File: src/incr_exec_pkg.sv
// package of encodings, field positions and counts for the increment/branch executor
// assumes a 16-bit instruction word and an 8-bit data path
package incr_exec_pkg;
  localparam int          DATA_W        = 8;
  localparam int          INSTR_W       = 16;
  localparam int          PC_W          = 16;
  // opcode field positions
  localparam int          OPC_HI        = 15;
  localparam int          OPC_LO        = 9;
  localparam int          DEST_BIT      = 8;
  localparam int          BR_TGT_W      = 13;
  localparam int          BR_OPC_LO     = 13;
  // 7-bit opcodes: nibble plus three bits; 3-bit branch opcode
  localparam logic [6:0]  OPC_INCR      = 7'h0A;  // 0001 010
  localparam logic [6:0]  OPC_INCR_SKZ  = 7'h0F;  // 0001 111
  localparam logic [6:0]  OPC_INCR_SKNZ = 7'h12;  // 0010 010
  localparam logic [2:0]  OPC_BRANCH    = 3'h6;   // 110
  // status bit positions
  localparam int          ST_CARRY      = 0;
  localparam int          ST_DCARRY     = 1;
  localparam int          ST_ZERO       = 2;
  localparam int          ST_OVF        = 3;
  localparam logic [3:0]  STATUS_RST    = 4'h0;
  localparam logic [7:0]  WORK_REG_RST  = 8'h00;
  localparam logic [15:0] IR_RST        = 16'h0000;
  localparam logic [7:0]  WDATA_RST     = 8'h00;
  localparam logic [15:0] PC_RST        = 16'h0000;
  // four sub-phases per instruction cycle
  localparam int          QPHASES       = 4;
  typedef enum logic [1:0] {
    Q1 = 2'b00,
    Q2 = 2'b01,
    Q3 = 2'b10,
    Q4 = 2'b11
  } qphase_t;
endpackage

File: src/incr_alu_if.sv
// interface carrying operand and result between executor and its incrementer
// assumes one clock domain; purely combinational signals
`timescale 1ns/1ps
interface incr_alu_if;
  logic [7:0] operand;
  logic [7:0] result;
  logic       carry;
  logic       dcarry;
  logic       ovf;
  logic       zero;
  modport ctrl (output operand, input result, carry, dcarry, ovf, zero);
  modport alu  (input operand, output result, carry, dcarry, ovf, zero);
endinterface

File: src/increment_skip_instr_exec.sv
// executor for increment, increment-skip and unconditional branch instructions
// assumes file register read data is valid by Q3 and writes are taken at Q4
// assumes instr and file_rdata come from logic on this same clock
// Function
// - increment opcode adds one to file register
// - dest bit: 0 working_reg, 1 file
// - decode increment-skip-if-nonzero opcode
// - skip when nonzero result for that opcode
// - skip discards prefetch, runs nop cycle
// - skip-nonzero takes one or two cycles
// - skip instructions leave status unchanged
// - increment-skip-if-zero skips on zero result
// - branch loads pc, then full nop cycle
`timescale 1ns/1ps
module increment_skip_instr_exec (
  input  wire logic        clk,          // instruction clock source, 10 MHz
  input  wire logic        srst,         // synchronous reset, active high
  input  wire logic [15:0] instr,        // prefetched instruction word
  input  wire logic [7:0]  file_rdata,   // addressed file register contents
  output logic      [7:0]  file_addr,    // file register address
  output logic      [7:0]  file_wdata,   // file register write data
  output logic             file_we,      // file register write strobe
  output logic      [7:0]  working_reg,  // working register
  output logic      [3:0]  status,       // {overflow, zero, digit carry, carry}
  output logic      [15:0] pc,           // program counter
  output logic      [1:0]  qphase,       // current sub-phase
  output logic             nop_cycle,    // current cycle is a forced nop
  output logic             instr_done    // pulse at last Q4 of an instruction
);
  incr_exec_pkg::qphase_t q;
  logic [15:0] ir;
  logic        dead;        // forced nop cycle active
  logic        next_dead;
  logic [6:0]  opc;
  logic        is_incr;
  logic        is_skz;
  logic        is_sknz;
  logic        is_br;
  logic        dest_file;
  logic        skip_now;
  incr_alu_if  alu_bus ();

  incr_alu u_alu (
    .port_a (alu_bus)
  );

  // ==================================================
  // decode
  assign opc       = ir[incr_exec_pkg::OPC_HI:incr_exec_pkg::OPC_LO];
  assign is_incr   = !dead && (opc == incr_exec_pkg::OPC_INCR);
  assign is_skz    = !dead && (opc == incr_exec_pkg::OPC_INCR_SKZ);
  assign is_sknz   = !dead && (opc == incr_exec_pkg::OPC_INCR_SKNZ);
  assign is_br     = !dead && (ir[incr_exec_pkg::INSTR_W-1:incr_exec_pkg::BR_OPC_LO] == incr_exec_pkg::OPC_BRANCH);
  assign dest_file = ir[incr_exec_pkg::DEST_BIT];
  assign alu_bus.operand = file_rdata;
  assign file_addr = ir[incr_exec_pkg::DATA_W-1:0];
  // skip decision on incremented value
  assign skip_now  = (is_skz && alu_bus.zero) || (is_sknz && !alu_bus.zero);
  // branch always and a taken skip both cost a dead cycle
  assign next_dead = !dead && (is_br || skip_now);

  // ==================================================
  // sub-phase sequencer
  always_ff @(posedge clk) begin
    if (srst) begin
      q <= incr_exec_pkg::Q1;
    end else begin
      case (q)
        incr_exec_pkg::Q1: q <= incr_exec_pkg::Q2;
        incr_exec_pkg::Q2: q <= incr_exec_pkg::Q3;
        incr_exec_pkg::Q3: q <= incr_exec_pkg::Q4;
        default:           q <= incr_exec_pkg::Q1;
      endcase
    end
  end
  assign qphase = q;

  // ==================================================
  // instruction latch and dead-cycle flag, taken at end of Q4
  // the prefetched word is still latched during a dead cycle but never acted on
  always_ff @(posedge clk) begin
    if (srst) begin
      ir   <= incr_exec_pkg::IR_RST;
      dead <= 1'b0;
    end else if (q == incr_exec_pkg::Q4) begin
      ir   <= instr;
      dead <= next_dead;
    end
  end
  assign nop_cycle  = dead;
  assign instr_done = (q == incr_exec_pkg::Q4) && !next_dead;

  // ==================================================
  // file register write at Q4 when dest bit set
  always_ff @(posedge clk) begin
    if (srst) begin
      file_we    <= 1'b0;
      file_wdata <= incr_exec_pkg::WDATA_RST;
    end else begin
      file_we    <= (q == incr_exec_pkg::Q3) && (is_incr || is_skz || is_sknz) && dest_file;
      file_wdata <= alu_bus.result;
    end
  end

  // ==================================================
  // working register write at Q4 when dest bit clear
  // skip forms write here too; a skip drops only the follower
  always_ff @(posedge clk) begin
    if (srst) begin
      working_reg <= incr_exec_pkg::WORK_REG_RST;
    end else if (q == incr_exec_pkg::Q4 && (is_incr || is_skz || is_sknz) && !dest_file) begin
      working_reg <= alu_bus.result;
    end
  end

  // ==================================================
  // status: only plain increment touches flags; skip forms leave them
  always_ff @(posedge clk) begin
    if (srst) begin
      status <= incr_exec_pkg::STATUS_RST;
    end else if (q == incr_exec_pkg::Q4 && is_incr) begin
      status[incr_exec_pkg::ST_CARRY]  <= alu_bus.carry;
      status[incr_exec_pkg::ST_DCARRY] <= alu_bus.dcarry;
      status[incr_exec_pkg::ST_ZERO]   <= alu_bus.zero;
      status[incr_exec_pkg::ST_OVF]    <= alu_bus.ovf;
    end
  end

  // ==================================================
  // program counter: branch target replaces low 13 bits, else step once a cycle
  // page bits above the target field stay put, so a branch cannot leave its page
  // steps also in a dead cycle so the fetch after a skip resumes past the dropped word
  always_ff @(posedge clk) begin
    if (srst) begin
      pc <= incr_exec_pkg::PC_RST;
    end else if (q == incr_exec_pkg::Q4) begin
      if (is_br) begin
        pc <= {pc[incr_exec_pkg::PC_W-1:incr_exec_pkg::BR_TGT_W], ir[incr_exec_pkg::BR_TGT_W-1:0]};
      end else begin
        pc <= pc + 16'h0001;
      end
    end
  end

  // ==================================================
  // checks
  AST_DEST_FILE: assert property (@(posedge clk) disable iff (srst)
    (q == incr_exec_pkg::Q3 && (is_incr || is_sknz) && dest_file) |=> file_we && file_wdata == $past(file_rdata) + 8'h01)
    else $error("file write of incremented value missing");
  AST_DEST_W: assert property (@(posedge clk) disable iff (srst)
    (q == incr_exec_pkg::Q4 && is_incr && !dest_file) |=> working_reg == $past(file_rdata) + 8'h01)
    else $error("working reg not incremented");
  AST_NO_W_ON_FILE: assert property (@(posedge clk) disable iff (srst)
    (q == incr_exec_pkg::Q4 && dest_file) |=> $stable(working_reg))
    else $error("working reg changed for file destination");
  AST_SKNZ: assert property (@(posedge clk) disable iff (srst)
    (q == incr_exec_pkg::Q4 && is_sknz && alu_bus.result != 8'h00) |=> dead [*4])
    else $error("nonzero skip missing");
  AST_SKNZ_NOSKIP: assert property (@(posedge clk) disable iff (srst)
    (q == incr_exec_pkg::Q4 && is_sknz && alu_bus.zero) |=> !dead)
    else $error("skip taken on zero result");
  AST_SKZ: assert property (@(posedge clk) disable iff (srst)
    (q == incr_exec_pkg::Q4 && is_skz) |=> dead == $past(alu_bus.zero))
    else $error("zero skip mismatch");
  AST_DEAD_ONE: assert property (@(posedge clk) disable iff (srst)
    (q == incr_exec_pkg::Q4 && dead) |=> !dead)
    else $error("dead cycle longer than one cycle");
  AST_DEAD_NOWRITE: assert property (@(posedge clk) disable iff (srst)
    dead |-> !file_we)
    else $error("write during dead cycle");
  AST_STATUS_KEEP: assert property (@(posedge clk) disable iff (srst)
    (q == incr_exec_pkg::Q4 && (is_skz || is_sknz)) |=> $stable(status))
    else $error("skip instruction changed status");
  AST_WRAP: assert property (@(posedge clk) disable iff (srst)
    (q == incr_exec_pkg::Q4 && is_incr && file_rdata == 8'hFF)
    |=> status[incr_exec_pkg::ST_ZERO] && status[incr_exec_pkg::ST_CARRY])
    else $error("wrap did not set zero and carry");
  AST_BRANCH: assert property (@(posedge clk) disable iff (srst)
    (q == incr_exec_pkg::Q4 && is_br) |=> pc[12:0] == $past(ir[12:0]) ##0 dead [*4])
    else $error("branch target or dead cycle wrong");

  // ==================================================
  // checks: writeback of the skip forms and no file write from other cycles
  AST_SKZ_FILE: assert property (@(posedge clk) disable iff (srst)
    (q == incr_exec_pkg::Q3 && is_skz && dest_file) |=> file_we && file_wdata == $past(file_rdata) + 8'h01)
    else $error("zero-skip file write missing");
  AST_SKNZ_W: assert property (@(posedge clk) disable iff (srst)
    (q == incr_exec_pkg::Q4 && is_sknz && !dest_file) |=> working_reg == $past(file_rdata) + 8'h01)
    else $error("nonzero-skip working reg not incremented");
  AST_NO_WRITE_OTHER: assert property (@(posedge clk) disable iff (srst)
    (q == incr_exec_pkg::Q3 && !(is_incr || is_skz || is_sknz)) |=> !file_we)
    else $error("file write from a non-increment cycle");

  // ==================================================
  // checks: flags of the plain increment
  AST_NOWRAP: assert property (@(posedge clk) disable iff (srst)
    (q == incr_exec_pkg::Q4 && is_incr && file_rdata != 8'hFF)
    |=> !status[incr_exec_pkg::ST_ZERO] && !status[incr_exec_pkg::ST_CARRY])
    else $error("zero or carry set without wrap");
  AST_OVF: assert property (@(posedge clk) disable iff (srst)
    (q == incr_exec_pkg::Q4 && is_incr) |=> status[incr_exec_pkg::ST_OVF] == ($past(file_rdata) == 8'h7F))
    else $error("overflow flag wrong");

  // ==================================================
  // checks: sequencing, dead cycles and program counter
  AST_QSEQ: assert property (@(posedge clk) disable iff (srst)
    !srst |=> qphase == $past(qphase) + 2'h1)
    else $error("sub-phase did not step");
  AST_PC_STEP: assert property (@(posedge clk) disable iff (srst)
    (q == incr_exec_pkg::Q4 && !is_br) |=> pc == $past(pc) + 16'h0001)
    else $error("program counter did not step");
  AST_BR_HIGH: assert property (@(posedge clk) disable iff (srst)
    (q == incr_exec_pkg::Q4 && is_br) |=> pc[15:13] == $past(pc[15:13]))
    else $error("branch changed page bits");
  AST_NOP_NOACT: assert property (@(posedge clk) disable iff (srst)
    (q == incr_exec_pkg::Q4 && dead) |=> $stable(working_reg) && $stable(status))
    else $error("dead cycle changed state");
  AST_BR_DONE: assert property (@(posedge clk) disable iff (srst)
    (q == incr_exec_pkg::Q4 && is_br) |-> !instr_done ##4 instr_done)
    else $error("branch did not take two cycles");
  AST_SKIP_DONE: assert property (@(posedge clk) disable iff (srst)
    (q == incr_exec_pkg::Q4 && is_sknz && !alu_bus.zero) |-> !instr_done ##4 instr_done)
    else $error("taken skip did not take two cycles");
endmodule

File: src/incr_alu.sv
// incrementer: adds one and derives flags
// assumes a combinational consumer in the same clock domain
`timescale 1ns/1ps
module incr_alu (
  incr_alu_if.alu port_a  // operand in, result and flags out
);
  logic [8:0] sum;
  // ==================================================
  // add one
  // carry out of bit 7 on wrap from all ones
  always_comb begin
    sum            = {1'b0, port_a.operand} + 9'h001;
    port_a.result  = sum[7:0];
    port_a.carry   = sum[8];
    port_a.dcarry  = (port_a.operand[3:0] == 4'hF);
    port_a.ovf     = (port_a.operand == 8'h7F);
    port_a.zero    = (sum[7:0] == 8'h00);
  end
endmodule

File: config.mk
export PLATFORM = sky130hd
export DESIGN_NAME = increment_skip_instr_exec
export DESIGN_NICKNAME = d
export VERILOG_FILES = /design/src/incr_exec_pkg.sv /design/src/incr_alu_if.sv /design/src/increment_skip_instr_exec.sv /design/src/incr_alu.sv
export SDC_FILE = /design/constraint.sdc
export NUM_CORES = 1
export LEC_CHECK = 0
export BUFFER_PORTS_ARGS = -buffer_cell sky130_fd_sc_hd__buf_2
export CORE_ASPECT_RATIO = 1.4
export CORE_MARGIN = 2
export CORE_UTILIZATION = 55
export DETAILED_ROUTE_END_ITERATION = 12
export GPL_ROUTABILITY_DRIVEN = 1
export PLACE_DENSITY_LB_ADDON = 0.3
export SLEW_MARGIN = 10
export SYNTH_ARGS = -nofsm -noshare
export SYNTH_HDL_FRONTEND = slang
export SYNTH_SLANG_ARGS = --single-unit
File: constraint.sdc
create_clock -name clk -period 4.65 [get_ports clk]
set_input_delay 0.93 -clock clk [delete_from_list [all_inputs] [get_ports clk]]
set_output_delay 0.93 -clock clk [all_outputs]
set_load 0.02 [all_outputs]
Word-level counts from Yosys, hierarchy flattened

Cells that the tools add are included.

Bits in read-only memories: 0
Latch bits: 0
Memories: 0
Logic and storage cells: 47
Input port bits: 26
Bits in writable memories: 0
Register bits after elaboration: 56
Output and inout bits: 49

Equality and inequality tests: 9
$mul: 0
Add/sub/neg operators: 2
Mux-type cells: 2
Reduce and logical (&&, ||, !) cells: 24
Shift-type cells: 0
Bitwise logic cells: 1
Order comparisons: 0
Div/mod/pow operators: 0

Operators by type and width:

| cell                                                 | number |
|---|---|
| adder 16 x 1 -> 16 bit (second input constant)       | 1 |
| equality test 7 x 4 -> 1 bit (second input constant) | 2 |
| logical AND 1 bit                                    | 13 |
| two-way mux 13 bit                                   | 1 |
| adder 8 x 1 -> 9 bit (second input constant)         | 1 |
| equality test 8 x 7 -> 1 bit (second input constant) | 1 |
| logical NOT 8 bit                                    | 1 |
| equality test 7 x 5 -> 1 bit (second input constant) | 1 |
| one-hot mux 2 bit (3 select lines)                   | 1 |
| equality test 2 bit (second input constant)          | 2 |
| equality test 4 bit (second input constant)          | 1 |
| logical NOT 1 bit                                    | 4 |
| logical OR 1 bit                                     | 4 |
| equality test 3 bit (second input constant)          | 1 |
| equality test 2 x 1 -> 1 bit (second input constant) | 1 |
| logical NOT 2 bit                                    | 1 |
| AND reduction 2 bit                                  | 1 |
| inverter 1 bit                                       | 1 |

Logic depth before layout (Yosys ltp)

Word-level depth: 9
Depth in mapped cells: 7
Depth with buffers taken out: 6

By module

From an unflattened synthesis, not the netlist that was laid out.

Cells, all modules: 301
Area, all modules: 2781.4 um^2

Modules (own cells, without submodules):

| module                    | cells an instance | area an instance (um^2) | seq. area each (um^2) | times used |
|---|---|---|---|---|
| increment_skip_instr_exec | 271               | 2567.5                  | 1121.1                | 1 |
| incr_alu                  | 30                | 214.0                   | 0.0                   | 1 |

Worst setup path before layout

OpenSTA, ideal clock, no wires.

Kind: input -> output
From: in file_rdata[0]
To: out instr_done
Buffers on the path: 0
Slack: 1.488 ns
Data arrival time: 2.232 ns
Stages: 5
Data required time: 3.720 ns
Cells stage by stage: ha_1 > and2_1 > o211ai_1 > a21o_1 > a311oi_1

Cells in the longest elaborated chain, start to end: 9
Elaborated cells between the ends (all ways): 10
Those cells by class: add/sub (1); reduce/logical (9)

Ends and longest elaborated chain:

| element                  | RTL line                        | text |
|---|---|---|
| start: declaration       | increment_skip_instr_exec.sv:19 | `input wire logic [7:0] file_rdata,` |
| adder 8 x 1 -> 9 bit (*) | incr_alu.sv:12                  | `sum = {1'b0, port_a.operand} + 9'h001;` |
| logical NOT 8 bit (*)    | incr_alu.sv:17                  | `port_a.zero = (sum[7:0] == 8'h00);` |
| logical NOT 1 bit        | increment_skip_instr_exec.sv:58 | `assign skip_now = (is_skz && alu_bus.zero) \|\| (is_sknz && !alu_bus.zero);` |
| logical AND 1 bit        | increment_skip_instr_exec.sv:58 |  |
| logical OR 1 bit (*)     | increment_skip_instr_exec.sv:58 |  |
| logical OR 1 bit (*)     | increment_skip_instr_exec.sv:60 | `assign next_dead = !dead && (is_br \|\| skip_now);` |
| logical AND 1 bit (*)    | increment_skip_instr_exec.sv:60 |  |
| logical NOT 1 bit (*)    | increment_skip_instr_exec.sv:91 | `assign instr_done = (q == incr_exec_pkg::Q4) && !next_dead;` |
| logical AND 1 bit (*)    | increment_skip_instr_exec.sv:91 |  |
| end: declaration         | increment_skip_instr_exec.sv:28 | `output logic instr_done` |

Mark *: on every way between the ends. The rest lies on a longest branch, timed or not.

Worst setup path after layout

Same ends and word-level chain as after synthesis.

==> run summary <==
The run finished with clean final reports. The H-tree was split into 2 levels. The startpoint identified for the worst register-to-register timing path is qphase[1]. The tightest hold path in the finished design has a slack of 0.4984 ns.

sky130_fd_sc_hd__dfxtp_1 takes more of the synthesized area than any other cell. The tools report the synthesized instance count as 298. The number of diodes is 0.

Grouping stages by cell kind, the critical path spends the most delay in compound AO/OA/AOI/OAI gates. The run gives 4 as the first-pass iteration count of the detailed router. Walking the worst path, the cells encountered are buf_2 -> ha_1 -> and2_1 -> o211ai_1 -> a21o_1 -> a311oi_1 -> buf_2.

Along the worst path, the maximum fanout reaches 7. The routed design could run at a clock period as short as 3.327 ns. Of the post-synthesis cell area, the dominant cell type holds 42.81%. The design draws 0.0009714 W.

For the post-CTS setup buffer count, the log shows 0. After the first detailed-routing iteration, the DRC count stood at 108. Yosys mapped a number of flops with a built-in enable equal to 0. The maximum frequency from static timing analysis was 300.5 MHz; the portion of total power attributed to combinational logic was 17.4%. Setup repair after global routing left no endpoint under its margin.

The run gives 0 as the count of pins over their slew limit. For the part of the Yosys area used for sequential elements, the log shows 42.81%. Total number of vias: 2,271. The tools report the root buffer cell as sky130_fd_sc_hd__clkbuf_8. The site row count was 29; the average wire per standard cell was 13.19 µm. The first global-routing pass estimated 9101 µm of wire.

Share of async-settable or async-resettable flops after synthesis: 0%. Across the run, the number of max-cap violations was 0. The tools report the residual antenna-violating net count after detailed routing as 0.

The cell at the slowest stage of the critical path was sky130_fd_sc_hd__a311oi_1. For this run, the slowest stage of the critical path takes 0.38 ns. For the maximum clock skew at final layout, the log shows 0.009794 ns. In the post-synthesis netlist, the biggest area contributors are sky130_fd_sc_hd__dfxtp_1, sky130_fd_sc_hd__nor2_1, sky130_fd_sc_hd__mux2i_1, sky130_fd_sc_hd__nand2_1, sky130_fd_sc_hd__a211oi_1.

The floorplan step defined a core boundary enclosing 4572 µm². Net switching is 29.75% of the power. For this run, the share of the core covered by cells in the final layout is 66.58%.

Clock-pin slew was measured on the worst setup and hold paths at 0.10 ns. The initial utilization of the core area, before any placement, comes to 57.28%. The layout has 432 filler cells. The width of the die is 62.32 µm. Summed over all nets, the switching power comes to 0.0002890 W. The post-DP HPWL came out at 4008 µm.

Of the total power, registers draw 54.6%. At the worst endpoint, the arrival time is 2.40 ns. In this run the tool buffered the top-level ports with 74 buffer cells. Yosys printed 0 warnings.

The buffer levels on the longest clock path was 2. The prevailing post-synth register cell is sky130_fd_sc_hd__dfxtp_1. The critical path in this run is classified as in -> out. Cell type with the highest occurrence count on the critical path: sky130_fd_sc_hd__buf_2. The top cell types in the final layout, fill and taps aside, are sky130_fd_sc_hd__buf_2, sky130_fd_sc_hd__dfxtp_1, sky130_fd_sc_hd__nor2_1. During I/O placement, the number of pins put on the boundary was 75. After layout, the worst setup slack is 1.323 ns. The worst setup path is launched from an input pin. The tree built by TritonCTS fans out to 56 sinks.

The period utilization came out at 71.55%. For the pin count of the biggest net entering global routing, the log shows 58. The logs give 0 for the setup-violating endpoint count in the final report and 5 for the CTS buffer count. At the placement stage, the worst setup path has a slack of 1.355 ns. The static power due to leakage is 1.221 nW.

The post-detailed-route DRC marker count was 0. In the final layout, the registers with the most flip-flops are ir: 16 flops, pc: 16 flops. The actual slew at the worst max-slew pin is 1.034 ns. Class of the tightest hold or removal check: reg -> reg.

The worst hold path begins at ir[1]. At the worst endpoint, the required time is 3.72 ns. Share of final-layout standard cells stronger than drive strength 1: 27.17%.

For this run, the total global-route usage over all layers was measured as 20.98%. Using the TritonRoute via totals, the vias-per-cell ratio works out to 5.420. Dividing total power by cell area gives a power density of 319.1 nW/µm². The library cell used most frequently in the layout, excluding fill and tap cells, is sky130_fd_sc_hd__buf_2.

The most critical setup path has its startpoint at file_rdata[0]. Counting every net in the synthesized netlist gives 329. Adding up every negative setup slack in the final design gives 0 ns.

VDD sags by at most 0.2799 mV. TritonCTS built the clock tree. The count of cells resized by post-cts repair came out at 0. The worst setup path is captured at an output pin.

The logs give 0 for the number of hold buffers added after cts and 28.0% for the fraction of power consumed by the clock network. The vertical extent of the die is 85.65 µm, and the worst max-slew margin expressed relative to the limit is 31.09%. The number of buffers and inverters on the critical path came out at 2. The number of antenna violations at the first check in global routing came out at 0.

The synthesized area per cell came out at 8.788 µm². Final wirelength: 5525 µm. The total die area is 5337 µm², and the number of global-route vias before repair is 2,052. The run gives 0.31 ns as the clock insertion delay at the later pin of the skew report. The hold violation total from the final report came out at 0. The cell area that synthesis handed to floorplanning was 2619 µm². In this run, synthesis produced a sequential element count of 56.

The cell-internal power came out at 0.0006824 W. The layout overhead on the synthesized area is 16.24%, and the residual overflow from global routing is 0. The tools report the number of nets in the layout as 387. The logs give 0.8592 for the placer congestion estimate and 50 for the number of distinct library cells after synthesis.
## worst reg2reg max path, cell delays in order, from the launching register on
cell and delay (ns):
sky130_fd_sc_hd__dfxtp_1 0.38, sky130_fd_sc_hd__ha_2 0.18, sky130_fd_sc_hd__buf_4 0.45, sky130_fd_sc_hd__nand2_2 0.12
sky130_fd_sc_hd__nor3_4 0.52, sky130_fd_sc_hd__mux2i_1 0.26, sky130_fd_sc_hd__nor2_1 0.05
## cells in the mapped netlist, types with 2 or more instances
cell type and number:
sky130_fd_sc_hd__buf_2 2, sky130_fd_sc_hd__xnor2_1 7, sky130_fd_sc_hd__o22ai_1 2, sky130_fd_sc_hd__and3_1 4, sky130_fd_sc_hd__a22oi_1 5, sky130_fd_sc_hd__nand3_1 9, sky130_fd_sc_hd__ha_1 5, sky130_fd_sc_hd__a211oi_2 3
sky130_fd_sc_hd__nand4_1 3, sky130_fd_sc_hd__buf_1 4, sky130_fd_sc_hd__o31ai_1 2, sky130_fd_sc_hd__o21a_1 4, sky130_fd_sc_hd__inv_1 3, sky130_fd_sc_hd__dfxtp_1 56, sky130_fd_sc_hd__and2_1 2, sky130_fd_sc_hd__a311oi_1 2
sky130_fd_sc_hd__xor2_1 2, sky130_fd_sc_hd__a21oi_1 9, sky130_fd_sc_hd__nor2b_1 4, sky130_fd_sc_hd__mux2i_1 17, sky130_fd_sc_hd__nor2_1 54, sky130_fd_sc_hd__nor4b_4 2, sky130_fd_sc_hd__o21ai_0 11, sky130_fd_sc_hd__nand2_1 25
sky130_fd_sc_hd__clkbuf_1 10, sky130_fd_sc_hd__a211oi_1 9, sky130_fd_sc_hd__nor3_1 12, sky130_fd_sc_hd__buf_4 8
## cell type report
class / instances / area [µm²] / area share [%]
well taps: 62 / 77.57 / 2.548
inverters: 3 / 11.26 / 0.3699
repair buffers: 76 / 385.4 / 12.66
multi-input cells: 214 / 1355 / 44.51
clock inverters: 3 / 25.02 / 0.8220
clock buffers: 5 / 68.82 / 2.261
flip-flops and latches: 56 / 1121 / 36.83
## through the flow
stage / cell area (µm²) / instances
2_1_floorplan: 2619 / 298
4_1_cts: 3044 / 419
6_report: 3044 / 419
3_5_place_dp: 2950 / 411
5_1_grt: 3044 / 419
3_3_place_gp: 2950 / 411
## power groups by stage
stage / combinational, W / sequential (W) / clock (W)
2_1_floorplan: 0.000112 / 0.000554 / 0
3_3_place_gp: 0.000167 / 0.000540 / 0
3_5_place_dp: 0.000171 / 0.000541 / 0
4_1_cts: 0.000171 / 0.000530 / 0.000282
5_1_grt: 0.000185 / 0.000534 / 0.000302
6_report: 0.000169 / 0.000530 / 0.000272
## path summary, 6_finish.rpt
path | endpoint | slack [ns] | cells after the start
worst min-delay path | pc[1] | 0.50 | 2
worst min register to register | pc[1] | 0.50 | 2
worst max register to register | working_reg[1] | 2.56 | 6
worst max-delay path | instr_done | 1.32 | 7
## metal layers
| layer | part of all wire (%) | wire length [µm] | up-vias | global-route usage [%] |
|---|---|---|---|---|
| li1 | - | - | 1146 | - |
| met1 | 41 | 2292 | 1065 | 23.96 |
| met2 | 52 | 2869 | 53 | 37.94 |
| met3 | 4.8 | 263 | 7 | 4.856 |
| met4 | 1.8 | 99 | 0 | 8.283 |
| met5 | 0 | 0 | - | 0 |
## cells by family (layout without fill, tap and decap cells)
family                   Yosys count  count (layout)  share of synthesized area [%]
AND/OR/NAND/NOR                  127             127                          24.61
flip-flops                        56              56                          42.81
AO/OA/AOI/OAI                     55              55                          14.72
buffers and inverters             28              87                          5.542
multiplexers                      18              18                          6.928
XOR/XNOR                           9               9                          3.010
adder cells (fa/ha/maj)            5               5                          2.389
(Power assumes the default switching activity.)
